<file path="config.mk">
export PLATFORM = sky130hd
export DESIGN_NAME = bst_tap
export DESIGN_NICKNAME = d
export VERILOG_FILES = /design/src/rtl/bst_pkg.sv /design/src/rtl/bst_tap.sv
export VERILOG_INCLUDE_DIRS = /design/src /design/src/rtl
export SDC_FILE = /design/constraint.sdc
export NUM_CORES = 2
export LEC_CHECK = 0
export BUFFER_PORTS_ARGS = -buffer_cell sky130_fd_sc_hd__buf_2
export CELL_PAD_IN_SITES_DETAIL_PLACEMENT = 1
export CELL_PAD_IN_SITES_GLOBAL_PLACEMENT = 2
export CORE_AREA = 4 4 452 454
export CTS_CLUSTER_SIZE = 8
export DETAILED_ROUTE_END_ITERATION = 7
export DIE_AREA = 0 0 456 458
export PLACE_DENSITY = 0.76
export RECOVER_POWER = 100
export SYNTH_ARGS = -nofsm -noshare
export SYNTH_HDL_FRONTEND = slang
export SYNTH_SLANG_ARGS = --single-unit
export TNS_END_PERCENT = 50
</file>
<file path="constraint.sdc">
create_clock -name mclk -period 3.3 [get_ports mclk]
set_input_delay 0 -clock mclk [delete_from_list [all_inputs] [get_ports mclk]]
set_output_delay 0 -clock mclk [all_outputs]
set_load 0.01 [all_outputs]
</file>
<file path="src/rtl/bst_defines.svh">
// Constants of the boundary-scan test access port
`ifndef BST_DEFINES_SVH
`define BST_DEFINES_SVH
// ----------------------------------------------------------------
// Register lengths
// ----------------------------------------------------------------
`define BST_IR_LEN    10
`define BST_ID_LEN    32
`define BST_BSR_DFLT  288
// ----------------------------------------------------------------
// Instruction codes and capture pattern
// ----------------------------------------------------------------
`define BST_OP_EXTEST 10'h000
`define BST_OP_SAMPLE 10'h055
`define BST_OP_IDCODE 10'h059
`define BST_OP_BYPASS 10'h3ff
`define BST_IR_CAP    10'h001
// ----------------------------------------------------------------
// Identification word field positions
// ----------------------------------------------------------------
`define BST_ID_VER_LSB  28
`define BST_ID_PART_LSB 12
`define BST_ID_MFR_LSB  1
`endif

</file>
<file path="src/rtl/bst_pkg.sv">
// Types shared by the boundary-scan test access port
package bst_pkg;
  // Test controller states
  typedef enum logic [3:0] {
    TLR   = 4'b0000,
    RTI   = 4'b0001,
    SELDR = 4'b0010,
    CAPDR = 4'b0011,
    SHDR  = 4'b0100,
    EX1DR = 4'b0101,
    PSDR  = 4'b0110,
    EX2DR = 4'b0111,
    UPDR  = 4'b1000,
    SELIR = 4'b1001,
    CAPIR = 4'b1010,
    SHIR  = 4'b1011,
    EX1IR = 4'b1100,
    PSIR  = 4'b1101,
    EX2IR = 4'b1110,
    UPIR  = 4'b1111
  } bst_tap_e;
  // Test port input pins
  typedef struct packed {
    logic tck;
    logic tms;
    logic tdi;
  } bst_pins_s;
endpackage

</file>
<file path="src/rtl/bst_tap.sv">
// Boundary-scan test access port with boundary cells and id word
`timescale 1ns/1ps
`include "bst_defines.svh"

// Functional notes
// - Test access and boundary scan behave as the 1990 test port standard.
// - Instruction register is ten bits; controller shifts ten per load.
// - Bypass instruction puts a one-bit register between data in and out.
// - Core logic keeps running in bypass; scan data passes through.
// - Identification instruction puts a 32-bit word on the scan path.
// - Id word: 4-bit version, 16-bit part, 11-bit maker, one bit.
// - Lowest bit of the id word is always one.
// - Id fields are written most significant bit leftmost.
// - Sample/preload captures pins without disturbing, and preloads outputs.
// - External test drives cell values out and captures input pins.
// - Boundary length is a variant parameter: 288, 312, 360 or 480.
// - Length one means no cells; external test and sample pick bypass.
// - With the test port unused, its four pins serve as user pins.
// - Programming instructions are accepted through the same port.
module bst_tap #(
  parameter int          BSR_LEN  = `BST_BSR_DFLT,
  // Identity values below are arbitrary
  parameter logic [3:0]  ID_VER   = 4'h1,
  parameter logic [15:0] ID_PART  = 16'h1234,
  parameter logic [10:0] ID_MFR   = 11'h2a5,
  parameter int          BW       = (BSR_LEN > 1) ? BSR_LEN : 1
) (
  input  wire logic             mclk,
  input  wire logic             reset_n,
  input  wire bst_pkg::bst_pins_s pins,
  input  wire logic             port_en,
  input  wire logic [BW-1:0]    pin_in,
  input  wire logic [BW-1:0]    core_out,
  input  wire logic             user_out,
  input  wire logic             user_oe_n,
  output logic                  tdo_out,
  output logic                  tdo_oe_n,
  output logic [BW-1:0]         pin_out,
  output logic [BW-1:0]         core_in,
  output logic [2:0]            user_in,
  output logic [9:0]            ir_value,
  output logic                  prog_active,
  output logic                  extest_active,
  output bst_pkg::bst_tap_e     tap_state
);
  localparam bit HAS_BSR = (BSR_LEN > 1);
  localparam logic [31:0] ID_WORD = {ID_VER, ID_PART, ID_MFR, 1'b1};

  // ----------------------------------------------------------------
  // State
  // ----------------------------------------------------------------
  typedef struct packed {
    logic              tck_s1;
    logic              tck_s2;
    logic              tck_s3;
    logic              tms_s1;
    logic              tms_s2;
    logic              tdi_s1;
    logic              tdi_s2;
    logic              en_s1;
    logic              en_s2;
    logic [BW-1:0]     pin_s1;
    logic [BW-1:0]     pin_s2;
    bst_pkg::bst_tap_e state;
    logic [9:0]        ir_sh;
    logic [9:0]        ir;
    logic              byp;
    logic [31:0]       id_sh;
    logic [BW-1:0]     bsr_sh;
    logic [BW-1:0]     bsr_upd;
    logic [BW-1:0]     pin_out;
    logic              tdo;
    logic              tdo_oe_n;
  } bst_state_s;

  bst_state_s s_ff;
  bst_state_s nxt_s;
  logic       rise;
  logic       fall;
  logic       active;
  logic       sel_id;
  logic       sel_bsr;
  logic       sel_byp;
  logic       extest;

  // ----------------------------------------------------------------
  // Controller next state
  // ----------------------------------------------------------------
  // standard sixteen-state walk
  function automatic bst_pkg::bst_tap_e tap_next(
    input bst_pkg::bst_tap_e st,
    input logic              tms
  );
    unique case (st)
      bst_pkg::TLR:   tap_next = tms ? bst_pkg::TLR   : bst_pkg::RTI;
      bst_pkg::RTI:   tap_next = tms ? bst_pkg::SELDR : bst_pkg::RTI;
      bst_pkg::SELDR: tap_next = tms ? bst_pkg::SELIR : bst_pkg::CAPDR;
      bst_pkg::CAPDR: tap_next = tms ? bst_pkg::EX1DR : bst_pkg::SHDR;
      bst_pkg::SHDR:  tap_next = tms ? bst_pkg::EX1DR : bst_pkg::SHDR;
      bst_pkg::EX1DR: tap_next = tms ? bst_pkg::UPDR  : bst_pkg::PSDR;
      bst_pkg::PSDR:  tap_next = tms ? bst_pkg::EX2DR : bst_pkg::PSDR;
      bst_pkg::EX2DR: tap_next = tms ? bst_pkg::UPDR  : bst_pkg::SHDR;
      bst_pkg::UPDR:  tap_next = tms ? bst_pkg::SELDR : bst_pkg::RTI;
      bst_pkg::SELIR: tap_next = tms ? bst_pkg::TLR   : bst_pkg::CAPIR;
      bst_pkg::CAPIR: tap_next = tms ? bst_pkg::EX1IR : bst_pkg::SHIR;
      bst_pkg::SHIR:  tap_next = tms ? bst_pkg::EX1IR : bst_pkg::SHIR;
      bst_pkg::EX1IR: tap_next = tms ? bst_pkg::UPIR  : bst_pkg::PSIR;
      bst_pkg::PSIR:  tap_next = tms ? bst_pkg::EX2IR : bst_pkg::PSIR;
      bst_pkg::EX2IR: tap_next = tms ? bst_pkg::UPIR  : bst_pkg::SHIR;
      bst_pkg::UPIR:  tap_next = tms ? bst_pkg::SELDR : bst_pkg::RTI;
    endcase
  endfunction

  // ----------------------------------------------------------------
  // Decode
  // ----------------------------------------------------------------
  // Clock edges found from the second and third sync stages
  assign rise   = s_ff.tck_s2 & ~s_ff.tck_s3;
  assign fall   = ~s_ff.tck_s2 & s_ff.tck_s3;
  assign active = s_ff.en_s2;
  assign sel_id = (s_ff.ir == `BST_OP_IDCODE);
  // no cells means these fall back to bypass
  assign sel_bsr = HAS_BSR && ((s_ff.ir == `BST_OP_EXTEST) ||
                               (s_ff.ir == `BST_OP_SAMPLE));
  // bypass for its own code and every code without a register
  assign sel_byp = !sel_id && !sel_bsr;
  assign extest  = HAS_BSR && (s_ff.ir == `BST_OP_EXTEST);

  // ----------------------------------------------------------------
  // Next state logic
  // ----------------------------------------------------------------
  always_comb begin
    nxt_s = s_ff;
    // Two-stage synchronisers for all pins, three stages on the test clock
    nxt_s.tck_s1 = pins.tck;
    nxt_s.tck_s2 = s_ff.tck_s1;
    nxt_s.tck_s3 = s_ff.tck_s2;
    nxt_s.tms_s1 = pins.tms;
    nxt_s.tms_s2 = s_ff.tms_s1;
    nxt_s.tdi_s1 = pins.tdi;
    nxt_s.tdi_s2 = s_ff.tdi_s1;
    nxt_s.en_s1  = port_en;
    nxt_s.en_s2  = s_ff.en_s1;
    nxt_s.pin_s1 = pin_in;
    nxt_s.pin_s2 = s_ff.pin_s1;
    // core drives pins unless external test is loaded
    // external test drives the update cells out
    nxt_s.pin_out = extest ? s_ff.bsr_upd : core_out;
    if (active && rise) begin
      nxt_s.state = tap_next(s_ff.state, s_ff.tms_s2);
      unique case (s_ff.state)
        bst_pkg::TLR: begin
          nxt_s.ir = `BST_OP_IDCODE;
        end
        bst_pkg::CAPDR: begin
          nxt_s.byp = 1'b0;
          if (sel_id) begin
            nxt_s.id_sh = ID_WORD;
          end
          if (sel_bsr) begin
            nxt_s.bsr_sh = s_ff.pin_s2;
          end
        end
        bst_pkg::SHDR: begin
          // lowest bit first toward data out
          if (sel_id) begin
            nxt_s.id_sh = {s_ff.tdi_s2, s_ff.id_sh[31:1]};
          end else if (sel_bsr) begin
            // Shift through a wider copy so one cell needs no special case
            nxt_s.bsr_sh = BW'({s_ff.tdi_s2, s_ff.bsr_sh} >> 1);
          end else begin
            nxt_s.byp = s_ff.tdi_s2;
          end
        end
        bst_pkg::UPDR: begin
          if (sel_bsr) begin
            nxt_s.bsr_upd = s_ff.bsr_sh;
          end
        end
        bst_pkg::CAPIR: begin
          nxt_s.ir_sh = `BST_IR_CAP;
        end
        bst_pkg::SHIR: begin
          nxt_s.ir_sh = {s_ff.tdi_s2, s_ff.ir_sh[9:1]};
        end
        bst_pkg::UPIR: begin
          // any code is accepted, programming ones included
          nxt_s.ir = s_ff.ir_sh;
        end
        default: begin
        end
      endcase
    end
    if (active && fall) begin
      // data out driven only in shift states
      nxt_s.tdo_oe_n = 1'b1;
      if (s_ff.state == bst_pkg::SHIR) begin
        nxt_s.tdo      = s_ff.ir_sh[0];
        nxt_s.tdo_oe_n = 1'b0;
      end else if (s_ff.state == bst_pkg::SHDR) begin
        nxt_s.tdo_oe_n = 1'b0;
        if (sel_id) begin
          nxt_s.tdo = s_ff.id_sh[0];
        end else if (sel_bsr) begin
          nxt_s.tdo = s_ff.bsr_sh[0];
        end else begin
          nxt_s.tdo = s_ff.byp;
        end
      end
    end
    // unused port hands the data out pin to the user
    if (!active) begin
      nxt_s.state    = bst_pkg::TLR;
      nxt_s.ir       = `BST_OP_IDCODE;
      nxt_s.tdo      = user_out;
      nxt_s.tdo_oe_n = user_oe_n;
    end
  end

  // ----------------------------------------------------------------
  // State register
  // ----------------------------------------------------------------
  always_ff @(posedge mclk) begin
    if (!reset_n) begin
      s_ff          <= '0;
      s_ff.state    <= bst_pkg::TLR;
      s_ff.ir       <= `BST_OP_IDCODE;
      s_ff.tdo_oe_n <= 1'b1;
    end else begin
      s_ff <= nxt_s;
    end
  end

  // ----------------------------------------------------------------
  // Outputs
  // ----------------------------------------------------------------
  assign tdo_out       = s_ff.tdo;
  assign tdo_oe_n      = s_ff.tdo_oe_n;
  assign pin_out       = s_ff.pin_out;
  assign core_in       = s_ff.pin_s2;
  assign user_in       = {s_ff.tck_s2, s_ff.tms_s2, s_ff.tdi_s2};
  assign ir_value      = s_ff.ir;
  assign tap_state     = s_ff.state;
  assign extest_active = extest;
  assign prog_active   = (s_ff.ir != `BST_OP_EXTEST) &&
                         (s_ff.ir != `BST_OP_SAMPLE) &&
                         (s_ff.ir != `BST_OP_IDCODE) &&
                         (s_ff.ir != `BST_OP_BYPASS);
endmodule

</file>
==> summary.md <==
| Metric | Value |
|---|---|
| Port Buf Inserts | 1180 |
| Largest family of logic cells by synthesized area | compound AO/OA/AOI/OAI gates |
| Least setup slack across all paths after layout | 0.2490 ns |
| Share of layout cells above drive strength 1 | 0.1205 |
| Critical path startpoint category | input pin |
| Critical path buffers and inverters | 5 |
| Number of max-capacitance violations reported | 5 |
| Total track usage | 0.2538 |
| Category of cells accounting for the largest share of critical-path delay | buffers and inverters |
| Mux cell area share after synthesis | 0.05119 |
| Post-synthesis simple-gate area fraction | 0.1405 |
| Post-detailed-route count of antenna-violating nets | 0 |
| Core box area | around 200000 um2 |
| Aggregate routed wire length | 276.8 mm |
| Xor/xnor share of the synthesized area | 0.0003089 |
| Number of endpoints with negative hold slack in the final report | 0 |
| Post-synth cell types | 50 |
| Nets | 8221 |
| Classification of the worst-slack hold path | input pin to flop |
| Initial antenna violation count | 82 |
| Final HPWL from detailed placement | 179.4 mm |
| Residual DRC count | 0 |
| Vias per cell | 4.982 |
| Nets in the synthesized netlist | 6654 |
| Clock slew at the register clock pins of the worst setup and hold paths | 0.05 ns |
| Worst slack at placement | 0.7145 ns |
| Cell count after synthesis | 6070 |
| Final setup vio count | 0 |
| Endpoint class of the critical path | flop |
| Number of register bits inferred by synthesis | 1508 |
| Async S/R FF share, synth | 0 |
| Die width | 456 um |
| Routed length per placed instance | 26.66 um |
| Pleak | 30.73 nW |
| Cell at the root of the clock tree | sky130_fd_sc_hd__clkbuf_16 |
| Die boundary height | 458 um |
| Total power per unit cell area | ~540 nW/um2 |
| Maximum fanout encountered on the critical timing path | 105 |
| Max stage delay on crit path | approximately 1.1 ns |
| Final weighted congestion in routability-driven placement | 0.9625 |
| Buffers inserted by post-CTS timing repair | 0 |
| Top post-synthesis cells by area | sky130_fd_sc_hd__dfxtp_1 53%, sky130_fd_sc_hd__buf_4 7.9%, sky130_fd_sc_hd__and2_1 6.5% |
| Number of CTS-inserted buffers | approximately 210 |
| Post-route setup TNS | 0 ns |
| Clock tree from TritonCTS | done |
| Initial core utilization | 0.2840 |
| Compound-cell area share of the yosys netlist | 0.1580 |
| Layout area overhead | 36.96% |
| Synth Warn # | 0 |
| Top flip-flop cell by instance count after synthesis | sky130_fd_sc_hd__dfxtp_1 |
| Average cell area after synthesis | between 9 and 10 um2 |
| Clock latency on the worst-skew pair | 0.86 ns |
| EDFF count, synth | 0 |
| Top-count cell post-synth | sky130_fd_sc_hd__dfxtp_1 |
| Leftover overflow at the end of global routing | 0 |
| Critical path class | input pin to flop |
| Worst-Margin Slew | about 2.0 ns |
| Outcome | finished, violations left |
| Standard-cell rows | 164 |
| Via count of the first global-routing pass | 54960 |
| Data required time at the worst endpoint | 4.00 ns |
| Area share of the largest cell type after synthesis | 0.5324 |
| Violations in the final reports | max-capacitance violations, max-slew violations |
| Cell area after synthesis | 56710 um2 |
| Clock Sinks | 1508 |
| Final clock skew | between 0.07 and 0.08 ns |
| Leading cell types by count after synthesis | 1508 x sky130_fd_sc_hd__dfxtp_1, 622 x sky130_fd_sc_hd__a21oi_1, 599 x sky130_fd_sc_hd__buf_4, 599 x sky130_fd_sc_hd__nand2_1, 585 x sky130_fd_sc_hd__and2_1 |
| Number of top-level pins | 1181 |
| Maximum number of pins on one net before global-route repair | 182 |
| Slowest stage cell, crit path | sky130_fd_sc_hd__clkbuf_1 |
| Level count of the clock H-tree | 4 |
| Fmax achieved | 327.8 MHz |
| Largest buffer count on any clock path | 3 |
| Wire length of the first global-routing pass | between 300 and 400 mm |
| Library cell with the largest summed area after synthesis | sky130_fd_sc_hd__dfxtp_1 |
| Die footprint | 208800 um2 |
| Post-synthesis sequential area ratio | 0.5324 |
| Total non-filler cell area in the finished layout | 77670 um2 |
| Endpoint arrival time on the critical path | between 3 and 4 ns |
| Post-layout minimum cycle time | 3.051 ns |
| Placed cell areas | 60770 um2 |
| Setup repair after global routing missed its margin | no |
| Period utilisation layout | 0.9245 |
| Pins Over Slew Limit | 479 |
| Share of synthesized cell area in full adder, half adder and majority cells | 0 |
| Initial detailed-routing violation count | 3933 |
| Total number of vias | 51710 |
| Detailed Routing Iterations Pass 1 | 5 |
| Cell breakdown of the critical path | dlygate4sd3_1 -> buf_8 -> inv_4 -> clkbuf_1 -> a21oi_1 -> clkbuf_2 |
| Relative max-transition margin | -0.3414 |
| Peak supply drop | just under 500 uV |
-- flip-flops by register name (all words and copies together), names as in the netlist, 3 cells and up --
register,cells
s_ff,620
nxt_s,292
core_in,288
pin_out,288
ir_value,10
tap_state,4
user_in,3
-- worst min-delay path, delay by kind of cell --
kind / cells / cell delay (ns)
AO/OA/AOI/OAI: 1 / 0.08
buffers and inverters: 2 / 0.70
AND/OR/NAND/NOR: 1 / 0.07
-- placed cells by master (no fill, tap or decap), types with 6 or more instances in the layout --
| cell type | instances |
|---|---|
| sky130_fd_sc_hd__clkbuf_2 | 12 |
| sky130_fd_sc_hd__a31oi_1 | 290 |
| sky130_fd_sc_hd__clkbuf_16 | 210 |
| sky130_fd_sc_hd__and2_0 | 316 |
| sky130_fd_sc_hd__clkbuf_4 | 6 |
| sky130_fd_sc_hd__mux2i_1 | 290 |
| sky130_fd_sc_hd__nand4_1 | 23 |
| sky130_fd_sc_hd__clkbuf_1 | 615 |
| sky130_fd_sc_hd__a22oi_1 | 6 |
| sky130_fd_sc_hd__a21oi_1 | 622 |
| sky130_fd_sc_hd__nor2_1 | 13 |
| sky130_fd_sc_hd__and2_1 | 269 |
| sky130_fd_sc_hd__o21ai_0 | 318 |
| sky130_fd_sc_hd__buf_12 | 38 |
| sky130_fd_sc_hd__diode_2 | 62 |
| sky130_fd_sc_hd__nand2_1 | 599 |
| sky130_fd_sc_hd__nor4_1 | 13 |
| sky130_fd_sc_hd__dfxtp_1 | 1508 |
| sky130_fd_sc_hd__buf_4 | 48 |
| sky130_fd_sc_hd__clkinv_16 | 6 |
| sky130_fd_sc_hd__buf_2 | 581 |
| sky130_fd_sc_hd__nor3_1 | 15 |
| sky130_fd_sc_hd__a211oi_1 | 292 |
| sky130_fd_sc_hd__dlygate4sd3_1 | 1202 |
| sky130_fd_sc_hd__nand3_1 | 298 |
-- through the flow --
step                instances  power (mW)  hold slack (ns)    util
floorplan                6070       20.51           0.1264       -
global placement         8881       21.42           0.2072  0.3044
detailed placement       8881       21.45           0.2107  0.3044
CTS                     10320       42.01        0.0003990  0.3928
global route            10370       43.22          0.05221  0.3889
finish                  10380       41.82          0.08299  0.3890
-- per-layer routing --
layer	vias up	routed length, um	track usage	share of wire
met5	-	148	0	0.00053
met3	689	15830	0.05350	0.057
met2	1864	130700	0.4197	0.47
met1	25760	110700	0.3014	0.40
li1	23380	-	-	-
met4	22	19480	0.1553	0.070
-- cell families after synthesis --
family,Yosys count
XOR/XNOR,2
AO/OA/AOI/OAI,1552
buffers and inverters,1145
AND/OR/NAND/NOR,1573
flip-flops,1508
multiplexers,290
-- power breakdown --
group	switching (mW)	internal (mW)
combinational	1.52	1.62
clock	8.22	11.3
sequential	0.417	18.8
total	10.2	31.7
-- worst paths after layout --
kind | from | endpoint | slack [ns] | cells after the start
hold / removal | core_out[0] | pin_out[0]$_SDFF_PN0_ | 0.08 | 4
hold reg to reg | nxt_s[1191]$_SDFF_PN0_ | core_in[268]$_SDFF_PN0_ | 0.41 | 1
setup reg to reg | ir_value[0]$_SDFFE_PN1P_ | pin_out[46]$_SDFF_PN0_ | 0.27 | 6
setup / recovery | reset_n | pin_out[70]$_SDFF_PN0_ | 0.25 | 6
-- area by class of cell --
| class | count | area (um2) |
|---|---|---|
| Tap cell | 2656 | 3323 |
| Antenna cell | 62 | 155.1 |
| Clock buffer | 221 | 5326 |
| Timing Repair Buffer | 2495 | 18460 |
| Multi-Input combinational cell | 3417 | 19890 |
| Fill cell | 22860 | 122000 |
| Inverter | 7 | 36.28 |
| Clock inverter | 14 | 291.5 |
| Sequential cell | 1508 | 30190 |
-- repair_timing --
action / 4_1_cts / 5_1_grt
endpoints found under the hold margin: 698 / 0
hold buffers: 1202 / 0
resized for setup: 0 / 0
setup endpoints to repair: 0 / 0
Note: power is estimated with default switching activity, not from simulation.
